===== src/pkg/spcb_pkg.sv =====
`default_nettype none
package spcb_pkg;
  // ---------------------------------------------------------------
  // Register map
  // ---------------------------------------------------------------
  localparam logic [11:0] SPCB_CTRL_B_IDX = 12'h06e;
  localparam logic [11:0] SPCB_DTAG_IDX = 12'h070;
  localparam logic [11:0] SPCB_CTRL_C_IDX = 12'h072;
  localparam logic [13:0] SPCB_CTRL_B_ADDR = {SPCB_CTRL_B_IDX, 2'b00};
  localparam logic [13:0] SPCB_DTAG_ADDR = {SPCB_DTAG_IDX, 2'b00};
  localparam logic [13:0] SPCB_CTRL_C_ADDR = {SPCB_CTRL_C_IDX, 2'b00};
  // ---------------------------------------------------------------
  // Reset values and write masks
  // ---------------------------------------------------------------
  localparam logic [15:0] SPCB_CTRL_B_RST = 16'h0607;
  localparam logic [15:0] SPCB_CTRL_B_MASK = 16'h7fef;
  localparam logic [15:0] SPCB_DTAG_RST = 16'h0001;
  localparam logic [15:0] SPCB_DTAG_MASK = 16'hffff;
  localparam logic [15:0] SPCB_CTRL_C_RST = 16'h0000;
  localparam logic [15:0] SPCB_CTRL_C_MASK = 16'h000f;
  // ---------------------------------------------------------------
  // Field positions
  // ---------------------------------------------------------------
  localparam int SPCB_B_VFILT = 14;
  localparam int SPCB_B_NPVID = 13;
  localparam int SPCB_B_FFC = 12;
  localparam int SPCB_B_BP = 11;
  localparam int SPCB_B_TXEN = 10;
  localparam int SPCB_B_RXEN = 9;
  localparam int SPCB_B_LRNDIS = 8;
  localparam int SPCB_B_SNIFP = 7;
  localparam int SPCB_B_RXSNF = 6;
  localparam int SPCB_B_TXSNF = 5;
  localparam int SPCB_B_PCEIL = 3;
  localparam int SPCB_B_MEMB_HI = 2;
  localparam int SPCB_T_UP_HI = 15;
  localparam int SPCB_T_UP_LO = 13;
  localparam int SPCB_T_CFI = 12;
  localparam int SPCB_T_VID_HI = 11;
  localparam int SPCB_C_MODE_HI = 3;
  localparam int SPCB_C_MODE_LO = 2;
  localparam int SPCB_C_IFG = 1;
  localparam int SPCB_C_PRE = 0;
  // ---------------------------------------------------------------
  // Constants
  // ---------------------------------------------------------------
  localparam logic [11:0] SPCB_NULL_VID = 12'h000;
  localparam logic [4:0] SPCB_IFG_BYTES = 5'h0c;
  localparam logic [4:0] SPCB_PRE_BYTES = 5'h08;
  localparam logic [2:0] SPCB_PORT_SELF = 3'h1;
  typedef enum logic [1:0] {
    SPCB_LIM_ALL = 2'b00,
    SPCB_LIM_BMF = 2'b01,
    SPCB_LIM_BM = 2'b10,
    SPCB_LIM_B = 2'b11
  } spcb_lim_t;
endpackage : spcb_pkg
`default_nettype wire


===== src/rtl/spcb_bank.sv =====
// The implementer's own choice: the APB slave port.
`timescale 1ns/100ps
`default_nettype none
module spcb_bank (
  input wire logic pclk,
  input wire logic presetn,
  input wire logic psel,
  input wire logic penable,
  input wire logic pwrite,
  input wire logic [13:0] paddr,
  input wire logic [31:0] pwdata,
  input wire logic [3:0] pstrb,
  output logic [31:0] prdata,
  output logic pready,
  output logic pslverr,
  // Ingress frame descriptor
  input wire logic rx_valid,
  input wire logic rx_tagged,
  input wire logic [11:0] rx_vid,
  input wire logic [2:0] rx_prio,
  input wire logic [2:0] rx_vlan_members,
  input wire logic rx_bcast,
  input wire logic rx_mcast,
  input wire logic rx_flood,
  input wire logic tx_valid,
  input wire logic an_flow_ctrl,
  // Frame decisions
  output logic rx_accept,
  output logic rx_drop,
  output logic [11:0] rx_eff_vid,
  output logic [2:0] rx_eff_prio,
  output logic rx_learn,
  output logic rx_monitored,
  output logic tx_monitored,
  output logic rx_rate_count,
  output logic [4:0] rate_extra_bytes,
  output logic [15:0] egress_tag,
  // Static controls
  output logic [2:0] port_members,
  output logic flow_ctrl_en,
  output logic back_pressure_en,
  output logic tx_enable,
  output logic rx_enable,
  output logic sniffer_port
);
  import spcb_pkg::*;

  // -------------------------------------------------------------
  // Register file
  // -------------------------------------------------------------
  logic [15:0] ctrl_b_reg;
  logic [15:0] dtag_reg;
  logic [15:0] ctrl_c_reg;
  logic wr_en;
  logic hit_b;
  logic hit_t;
  logic hit_c;

  function automatic logic [15:0] spcb_merge(input logic [15:0] old,
      input logic [31:0] wd, input logic [3:0] st,
      input logic [15:0] mask);
    logic [15:0] nv;
    nv = old;
    if (st[0]) begin
      nv[7:0] = wd[7:0];
    end
    if (st[1]) begin
      nv[15:8] = wd[15:8];
    end
    return nv & mask;
  endfunction : spcb_merge

  function automatic logic spcb_addr_hit(input logic [13:0] a,
      input logic [13:0] target);
    return a == target;
  endfunction : spcb_addr_hit

  logic wr_b;
  logic wr_t;
  logic wr_c;
  assign hit_b = spcb_addr_hit(paddr, SPCB_CTRL_B_ADDR);
  assign hit_t = spcb_addr_hit(paddr, SPCB_DTAG_ADDR);
  assign hit_c = spcb_addr_hit(paddr, SPCB_CTRL_C_ADDR);
  assign wr_b = wr_en & hit_b;
  assign wr_t = wr_en & hit_t;
  assign wr_c = wr_en & hit_c;
  assign wr_en = psel & penable & pwrite;
  assign pready = 1'b1;
  assign pslverr = psel & penable & ~(hit_b | hit_t | hit_c);

  always_ff @(posedge pclk or negedge presetn) begin
    if (!presetn) begin
      ctrl_b_reg <= SPCB_CTRL_B_RST;
    end else if (wr_b) begin
      ctrl_b_reg <= spcb_merge(ctrl_b_reg, pwdata, pstrb,
                               SPCB_CTRL_B_MASK);
    end
  end

  always_ff @(posedge pclk or negedge presetn) begin
    if (!presetn) begin
      dtag_reg <= SPCB_DTAG_RST;
    end else if (wr_t) begin
      dtag_reg <= spcb_merge(dtag_reg, pwdata, pstrb, SPCB_DTAG_MASK);
    end
  end

  always_ff @(posedge pclk or negedge presetn) begin
    if (!presetn) begin
      ctrl_c_reg <= SPCB_CTRL_C_RST;
    end else if (wr_c) begin
      ctrl_c_reg <= spcb_merge(ctrl_c_reg, pwdata, pstrb,
                               SPCB_CTRL_C_MASK);
    end
  end

  function automatic logic [31:0] spcb_read_word(input logic sel_b,
      input logic sel_t, input logic sel_c, input logic [15:0] vb,
      input logic [15:0] vt, input logic [15:0] vc);
    logic [31:0] res;
    res = 32'h0000_0000;
    if (sel_b) begin
      res = {16'h0000, vb};
    end else if (sel_t) begin
      res = {16'h0000, vt};
    end else if (sel_c) begin
      res = {16'h0000, vc};
    end
    return res;
  endfunction : spcb_read_word

  always_ff @(posedge pclk or negedge presetn) begin
    if (!presetn) begin
      prdata <= 32'h0000_0000;
    end else if (psel && !penable && !pwrite) begin
      prdata <= spcb_read_word(hit_b, hit_t, hit_c, ctrl_b_reg, dtag_reg,
                               ctrl_c_reg);
    end
  end

  // -------------------------------------------------------------
  // Static controls
  // -------------------------------------------------------------
  logic [2:0] up_prio;
  logic [11:0] def_vid;
  assign up_prio = dtag_reg[SPCB_T_UP_HI:SPCB_T_UP_LO];
  assign def_vid = dtag_reg[SPCB_T_VID_HI:0];
  genvar gi;
  generate
    for (gi = 0; gi <= SPCB_B_MEMB_HI; gi++) begin : g_memb
      assign port_members[gi] = ctrl_b_reg[gi];
    end
  endgenerate
  logic lrn_dis;
  logic rx_snf;
  logic tx_snf;
  logic tx_en_bit;
  assign lrn_dis = ctrl_b_reg[SPCB_B_LRNDIS];
  assign rx_snf = ctrl_b_reg[SPCB_B_RXSNF];
  assign tx_snf = ctrl_b_reg[SPCB_B_TXSNF];
  assign tx_en_bit = ctrl_b_reg[SPCB_B_TXEN];
  assign flow_ctrl_en = ctrl_b_reg[SPCB_B_FFC] | an_flow_ctrl;
  assign back_pressure_en = ctrl_b_reg[SPCB_B_BP];
  assign tx_enable = ctrl_b_reg[SPCB_B_TXEN];
  assign rx_enable = ctrl_b_reg[SPCB_B_RXEN];
  assign sniffer_port = ctrl_b_reg[SPCB_B_SNIFP];
  assign egress_tag = dtag_reg;

  // -------------------------------------------------------------
  // Decision functions
  // -------------------------------------------------------------
  function automatic logic [11:0] spcb_resolve_vid(input logic tagged_in,
      input logic [11:0] vid_in, input logic [11:0] dflt);
    logic [11:0] res;
    res = vid_in;
    if (!tagged_in || vid_in == SPCB_NULL_VID) begin
      res = dflt;
    end
    return res;
  endfunction : spcb_resolve_vid

  function automatic logic spcb_filter_drop(input logic [15:0] cb,
      input logic [2:0] members, input logic [11:0] vid_in,
      input logic [11:0] dflt);
    logic res;
    res = 1'b0;
    if (cb[SPCB_B_VFILT] && (members & SPCB_PORT_SELF) == 3'h0) begin
      res = 1'b1;
    end
    if (cb[SPCB_B_NPVID] && vid_in != dflt) begin
      res = 1'b1;
    end
    if (!cb[SPCB_B_RXEN]) begin
      res = 1'b1;
    end
    return res;
  endfunction : spcb_filter_drop

  function automatic logic spcb_limit_match(input logic [1:0] mode,
      input logic bc, input logic mc, input logic fl);
    logic res;
    res = 1'b1;
    case (spcb_lim_t'(mode))
      SPCB_LIM_ALL: begin
        res = 1'b1;
      end
      SPCB_LIM_BMF: begin
        res = bc | mc | fl;
      end
      SPCB_LIM_BM: begin
        res = bc | mc;
      end
      SPCB_LIM_B: begin
        res = bc;
      end
      default: begin
        res = 1'b1;
      end
    endcase
    return res;
  endfunction : spcb_limit_match

  function automatic logic [4:0] spcb_extra_bytes(input logic [15:0] cc);
    logic [4:0] res;
    res = 5'h00;
    if (cc[SPCB_C_IFG]) begin
      res = res + SPCB_IFG_BYTES;
    end
    if (cc[SPCB_C_PRE]) begin
      res = res + SPCB_PRE_BYTES;
    end
    return res;
  endfunction : spcb_extra_bytes

  function automatic logic [2:0] spcb_prio_ceil(input logic [15:0] cb,
      input logic [2:0] ceil, input logic [2:0] prio);
    logic [2:0] res;
    res = prio;
    if (cb[SPCB_B_PCEIL] && prio > ceil) begin
      res = ceil;
    end
    return res;
  endfunction : spcb_prio_ceil

  // -------------------------------------------------------------
  // Per-frame decisions
  // -------------------------------------------------------------
  logic [11:0] vid_c;
  logic drop_c;
  logic keep_c;
  logic count_c;
  logic [4:0] extra_c;
  logic [2:0] prio_c;

  always_comb begin
    vid_c = spcb_resolve_vid(rx_tagged, rx_vid, def_vid);
    drop_c = spcb_filter_drop(ctrl_b_reg, rx_vlan_members, vid_c, def_vid);
    keep_c = rx_valid & ~drop_c;
    count_c = spcb_limit_match(ctrl_c_reg[SPCB_C_MODE_HI:SPCB_C_MODE_LO],
                               rx_bcast, rx_mcast, rx_flood);
    extra_c = spcb_extra_bytes(ctrl_c_reg);
    prio_c = spcb_prio_ceil(ctrl_b_reg, up_prio, rx_prio);
  end

  // -------------------------------------------------------------
  // Registered frame outputs
  // -------------------------------------------------------------
  always_ff @(posedge pclk or negedge presetn) begin
    if (!presetn) begin
      rx_accept <= 1'b0;
    end else begin
      rx_accept <= keep_c;
    end
  end

  always_ff @(posedge pclk or negedge presetn) begin
    if (!presetn) begin
      rx_drop <= 1'b0;
    end else begin
      rx_drop <= rx_valid & drop_c;
    end
  end

  always_ff @(posedge pclk or negedge presetn) begin
    if (!presetn) begin
      rx_eff_vid <= 12'h000;
    end else begin
      rx_eff_vid <= vid_c;
    end
  end

  always_ff @(posedge pclk or negedge presetn) begin
    if (!presetn) begin
      rx_eff_prio <= 3'h0;
    end else begin
      rx_eff_prio <= prio_c;
    end
  end

  always_ff @(posedge pclk or negedge presetn) begin
    if (!presetn) begin
      rx_learn <= 1'b0;
    end else begin
      rx_learn <= keep_c & ~lrn_dis;
    end
  end

  always_ff @(posedge pclk or negedge presetn) begin
    if (!presetn) begin
      rx_monitored <= 1'b0;
    end else begin
      rx_monitored <= keep_c & rx_snf;
    end
  end

  always_ff @(posedge pclk or negedge presetn) begin
    if (!presetn) begin
      rx_rate_count <= 1'b0;
    end else begin
      rx_rate_count <= rx_valid & count_c;
    end
  end

  always_ff @(posedge pclk or negedge presetn) begin
    if (!presetn) begin
      tx_monitored <= 1'b0;
    end else begin
      tx_monitored <= tx_valid & tx_en_bit & tx_snf;
    end
  end

  always_ff @(posedge pclk or negedge presetn) begin
    if (!presetn) begin
      rate_extra_bytes <= 5'h00;
    end else begin
      rate_extra_bytes <= extra_c;
    end
  end
endmodule : spcb_bank
`default_nettype wire


===== config.mk =====
export PLATFORM = sky130hd
export DESIGN_NAME = spcb_bank
export DESIGN_NICKNAME = d
export VERILOG_FILES = /design/src/pkg/spcb_pkg.sv /design/src/rtl/spcb_bank.sv
export SDC_FILE = /design/constraint.sdc
export NUM_CORES = 1
export LEC_CHECK = 0
export BUFFER_PORTS_ARGS = -buffer_cell sky130_fd_sc_hd__buf_4
export CAP_MARGIN = 20
export CORE_ASPECT_RATIO = 2
export CORE_MARGIN = 2
export CORE_UTILIZATION = 47
export DETAILED_ROUTE_END_ITERATION = 12
export GPL_ROUTABILITY_DRIVEN = 0
export HOLD_SLACK_MARGIN = 0.05
export PLACE_DENSITY = 0.86
export SKIP_CTS_REPAIR_TIMING = 1
export SLEW_MARGIN = 20
export SYNTH_ARGS = -nofsm -noshare
export SYNTH_HDL_FRONTEND = slang
export SYNTH_SLANG_ARGS = --single-unit

===== constraint.sdc =====
create_clock -name pclk -period 2.14 [get_ports pclk]
set_input_delay 0.321 -clock pclk [delete_from_list [all_inputs] [get_ports pclk]]
set_output_delay 0.321 -clock pclk [all_outputs]
set_load 0.01 [all_outputs]

==> flow_summary.ini <==
[worst_hold_path]
holdPathStages = 2
hold_start = pwdata[15]
hold_end = egress_tag[15]$_DFFE_PN0P_
hold_path_class = primary input to flop

[global_route]
grt_usage = 0.238
grt_max_degree = 42
grt_pass1_wl_um = 14400
grt-ovfl-total = 0
antenna_found_initial = 0
grt_pass1_vias = 2847

[timing]
finalCriticalPeriod_ns = 1.86
final.setup.tns_ns = 0
setup_ws_ns = 0.276
hold_ws_ns = 0.204
slew_headroom = 0.646
max_slew.worst_pin.slew_ns = 0.530
drv_slew = 0
setup_violations = 0
finalClockSkew_ns = 0.00394
fin_crit_sh = 0.871
rsz0062_at_grt = false
fmax_ghz = 0.536
final_hold_viol_count = 0

[cts]
clock-sinks = 74
htree_levels = 3
cts.clk_slew.worst_paths_ns = 0.05
root_buffer = clkbuf_16
cts_tree = yes
cts-buffers-inserted = 9
ctsLongestPathBuffers = 2
clk_latency_ns = 0.33

[pwr]
power.density_nw_per_um2 = 637
ir_worst_vdd_v = 0.000653
p_leak_uw = 0.00246
power_uw = 3070

[critical_path]
worstSetupStartpointType = primary input
r2r_end = rx_eff_prio[0]$_DFF_PN0_
worstPathRequired_ns = 1.82
cp_slowest_stage_delay_ns = 0.42
path_max_fanout = 8
path_common_cell = buf_4
reg2reg_depth = 6
crit_path_end_kind = output pin
regToRegSetupSlack_ns = 0.38
path_cells = buf_4 > nor3b_1 > and4_2 > a31o_2 > a31oi_1 > buf_4
crit_family = simple AND/OR/NAND/NOR gates
arrival_ns = 1.54
worst-path-buf-inv = 2
path_class = primary input to output pin
reg2reg_from = egress_tag[14]$_DFFE_PN0P_
critPathSlowestCell = and4_2

[logic_synthesis]
yosysTopAreaCell = dfrtp_1
synth_edf_count = 0
async_flop_share = 1.00
netlist_area_um2 = 3490
ys_top_cells_by_area = dfrtp_1, mux2_2, buf_4
synth_top_area_share = 0.488
synth-simple-area-share = 0.113
synth_top_family_by_area = multiplexers
synth.area.mux_share = 0.170
synthAdderAreaFrac = 0.0144
synthXorXnorAreaFrac = 0.0301
yosysUniqueCellTypes = 44
synth-seq-area-share = 0.533
avgSynthCellArea_um2 = 13.1
synthFlopType = dfrtp_1
synth_warnings = 0
synthCells = 267
synth-compound-area-share = 0.0721
ys_ff_latch = 74

[die]
dieArea_um2 = 8170
core_area_um2 = 7210
fp.dieW_um = 64.9
start_util = 0.484
ios = 164
fp.dieH_um = 126
placementRows = 44

[finish]
drive_above_1_share = 0.525
syn2layout_area_growth_pct = 38.1
diodes = 0
postLayoutCellArea_um2 = 4810
fin_nets = 487

[drt]
via_per_inst = 5.34
wl_per_cell_um = 18.3
ant_nets = 0
drt-pass1-iter-count = 4
drt-total-wl_um = 9160
first_iter_violations = 122
drcViolationCount = 0
vias = 2671

[placed_design]
pre_cts_ws_ns = 0.129
port_buffers = 124
hpwl_um = 6870
place_area_um2 = 4530

[run_status]
status = completed

[run]
maxCapViolCount = 0
[cells in the mapped netlist (2+ instances only)]
cell      count
a21oi_1       3
buf_2         5
ha_1          4
mux2i_1       4
a22o_1        2
and2_0        4
nor2b_1       2
nand2_1       6
clkbuf_1      2
inv_1         8
mux2_2       48
nand3_1       4
dfrtp_1      68
nor4_1        4
and3_1        3
conb_1        2
a31o_2        2
a221o_1      10
nor4_4        2
nor3b_1       2
nor2_1        2
nand4_2       3
buf_4        22
dfstp_2       6
xnor2_1      12
o21ai_0       6
nand4_1       3
nand2b_1      3
a32oi_1       4
and2_1        7
[report_power, final]
group / total (µW) / switching (µW) / internal [µW]
Combinational: 274 / 135 / 139
Clock: 1370 / 521 / 850
Sequential: 1420 / 5.01 / 1420
[cell families (layout without fill, tap and decap cells)]
group / after synthesis / after routing
compound gates: 32 / 32
flops: 74 / 74
fa+ha+maj: 4 / 4
xor+xnor: 12 / 12
simple gates: 53 / 53
buf+inv: 37 / 161
mux: 53 / 53
other cells: 2 / 19
[metrics by stage]
| stage | instances | utilization |
|---|---|---|
| final | 500 | 0.668 |
| after CTS | 499 | 0.666 |
| after detailed placement | 483 | 0.629 |
| after global placement | 483 | 0.629 |
| after floorplan | 284 | - |
| after global routing | 500 | 0.668 |
[cells in the final DEF, fill, tap and decap left out, drive strengths merged, types with 3 or more instances in the layout]
cell type | synthesis | layout
a21oi | 3 | 3
a221o | 10 | 10
a32oi | 4 | 4
and2 | 11 | 11
and3 | 3 | 3
buf | 27 | 136
clkbuf | 2 | 16
conb | 2 | 19
dfrtp | 68 | 68
dfstp | 6 | 6
ha | 4 | 4
inv | 8 | 8
mux2 | 49 | 49
mux2i | 4 | 4
nand2 | 6 | 6
nand2b | 3 | 3
nand3 | 4 | 4
nand4 | 6 | 6
nor4 | 6 | 6
o21ai | 6 | 6
xnor2 | 12 | 12
[worst max path at each step]
| stage | slack, ns | to | startpoint | cells after the start |
|---|---|---|---|---|
| 4_1_cts | 0.27 | pslverr | paddr[9] | 6 |
| 3_5_place_dp | 0.13 | ctrl_b_reg[5]$_DFFE_PN0P_ | paddr[1] | 6 |
| 3_3_place_gp | 0.16 | egress_tag[10]$_DFFE_PN0P_ | paddr[1] | 6 |
| 6_report | 0.28 | pslverr | paddr[9] | 6 |
| 2_1_floorplan | 0.29 | ctrl_c_reg[0]$_DFFE_PN0P_ | paddr[9] | 4 |
| 5_1_grt | 0.17 | pslverr | paddr[9] | 6 |
[metal layers]
metal | GRT usage | wire (µm) | up-vias
met3 | 0.0589 | 563 | 26
met5 | 0 | 0 | -
met4 | 0.144 | 374 | 0
met1 | 0.241 | 3110 | 1324
li1 | - | - | 1198
met2 | 0.423 | 5110 | 123
[final cells by class]
class | instances | area (µm²)
Clock buffer | 16 | 272
Fill cell | 552 | 2400
Inverter | 8 | 30.0
Multi-Input combinational cell | 173 | 1470
Sequential cell | 74 | 1860
Tap cell | 92 | 115
Timing Repair Buffer | 137 | 1070
(Power assumes the default switching activity.)
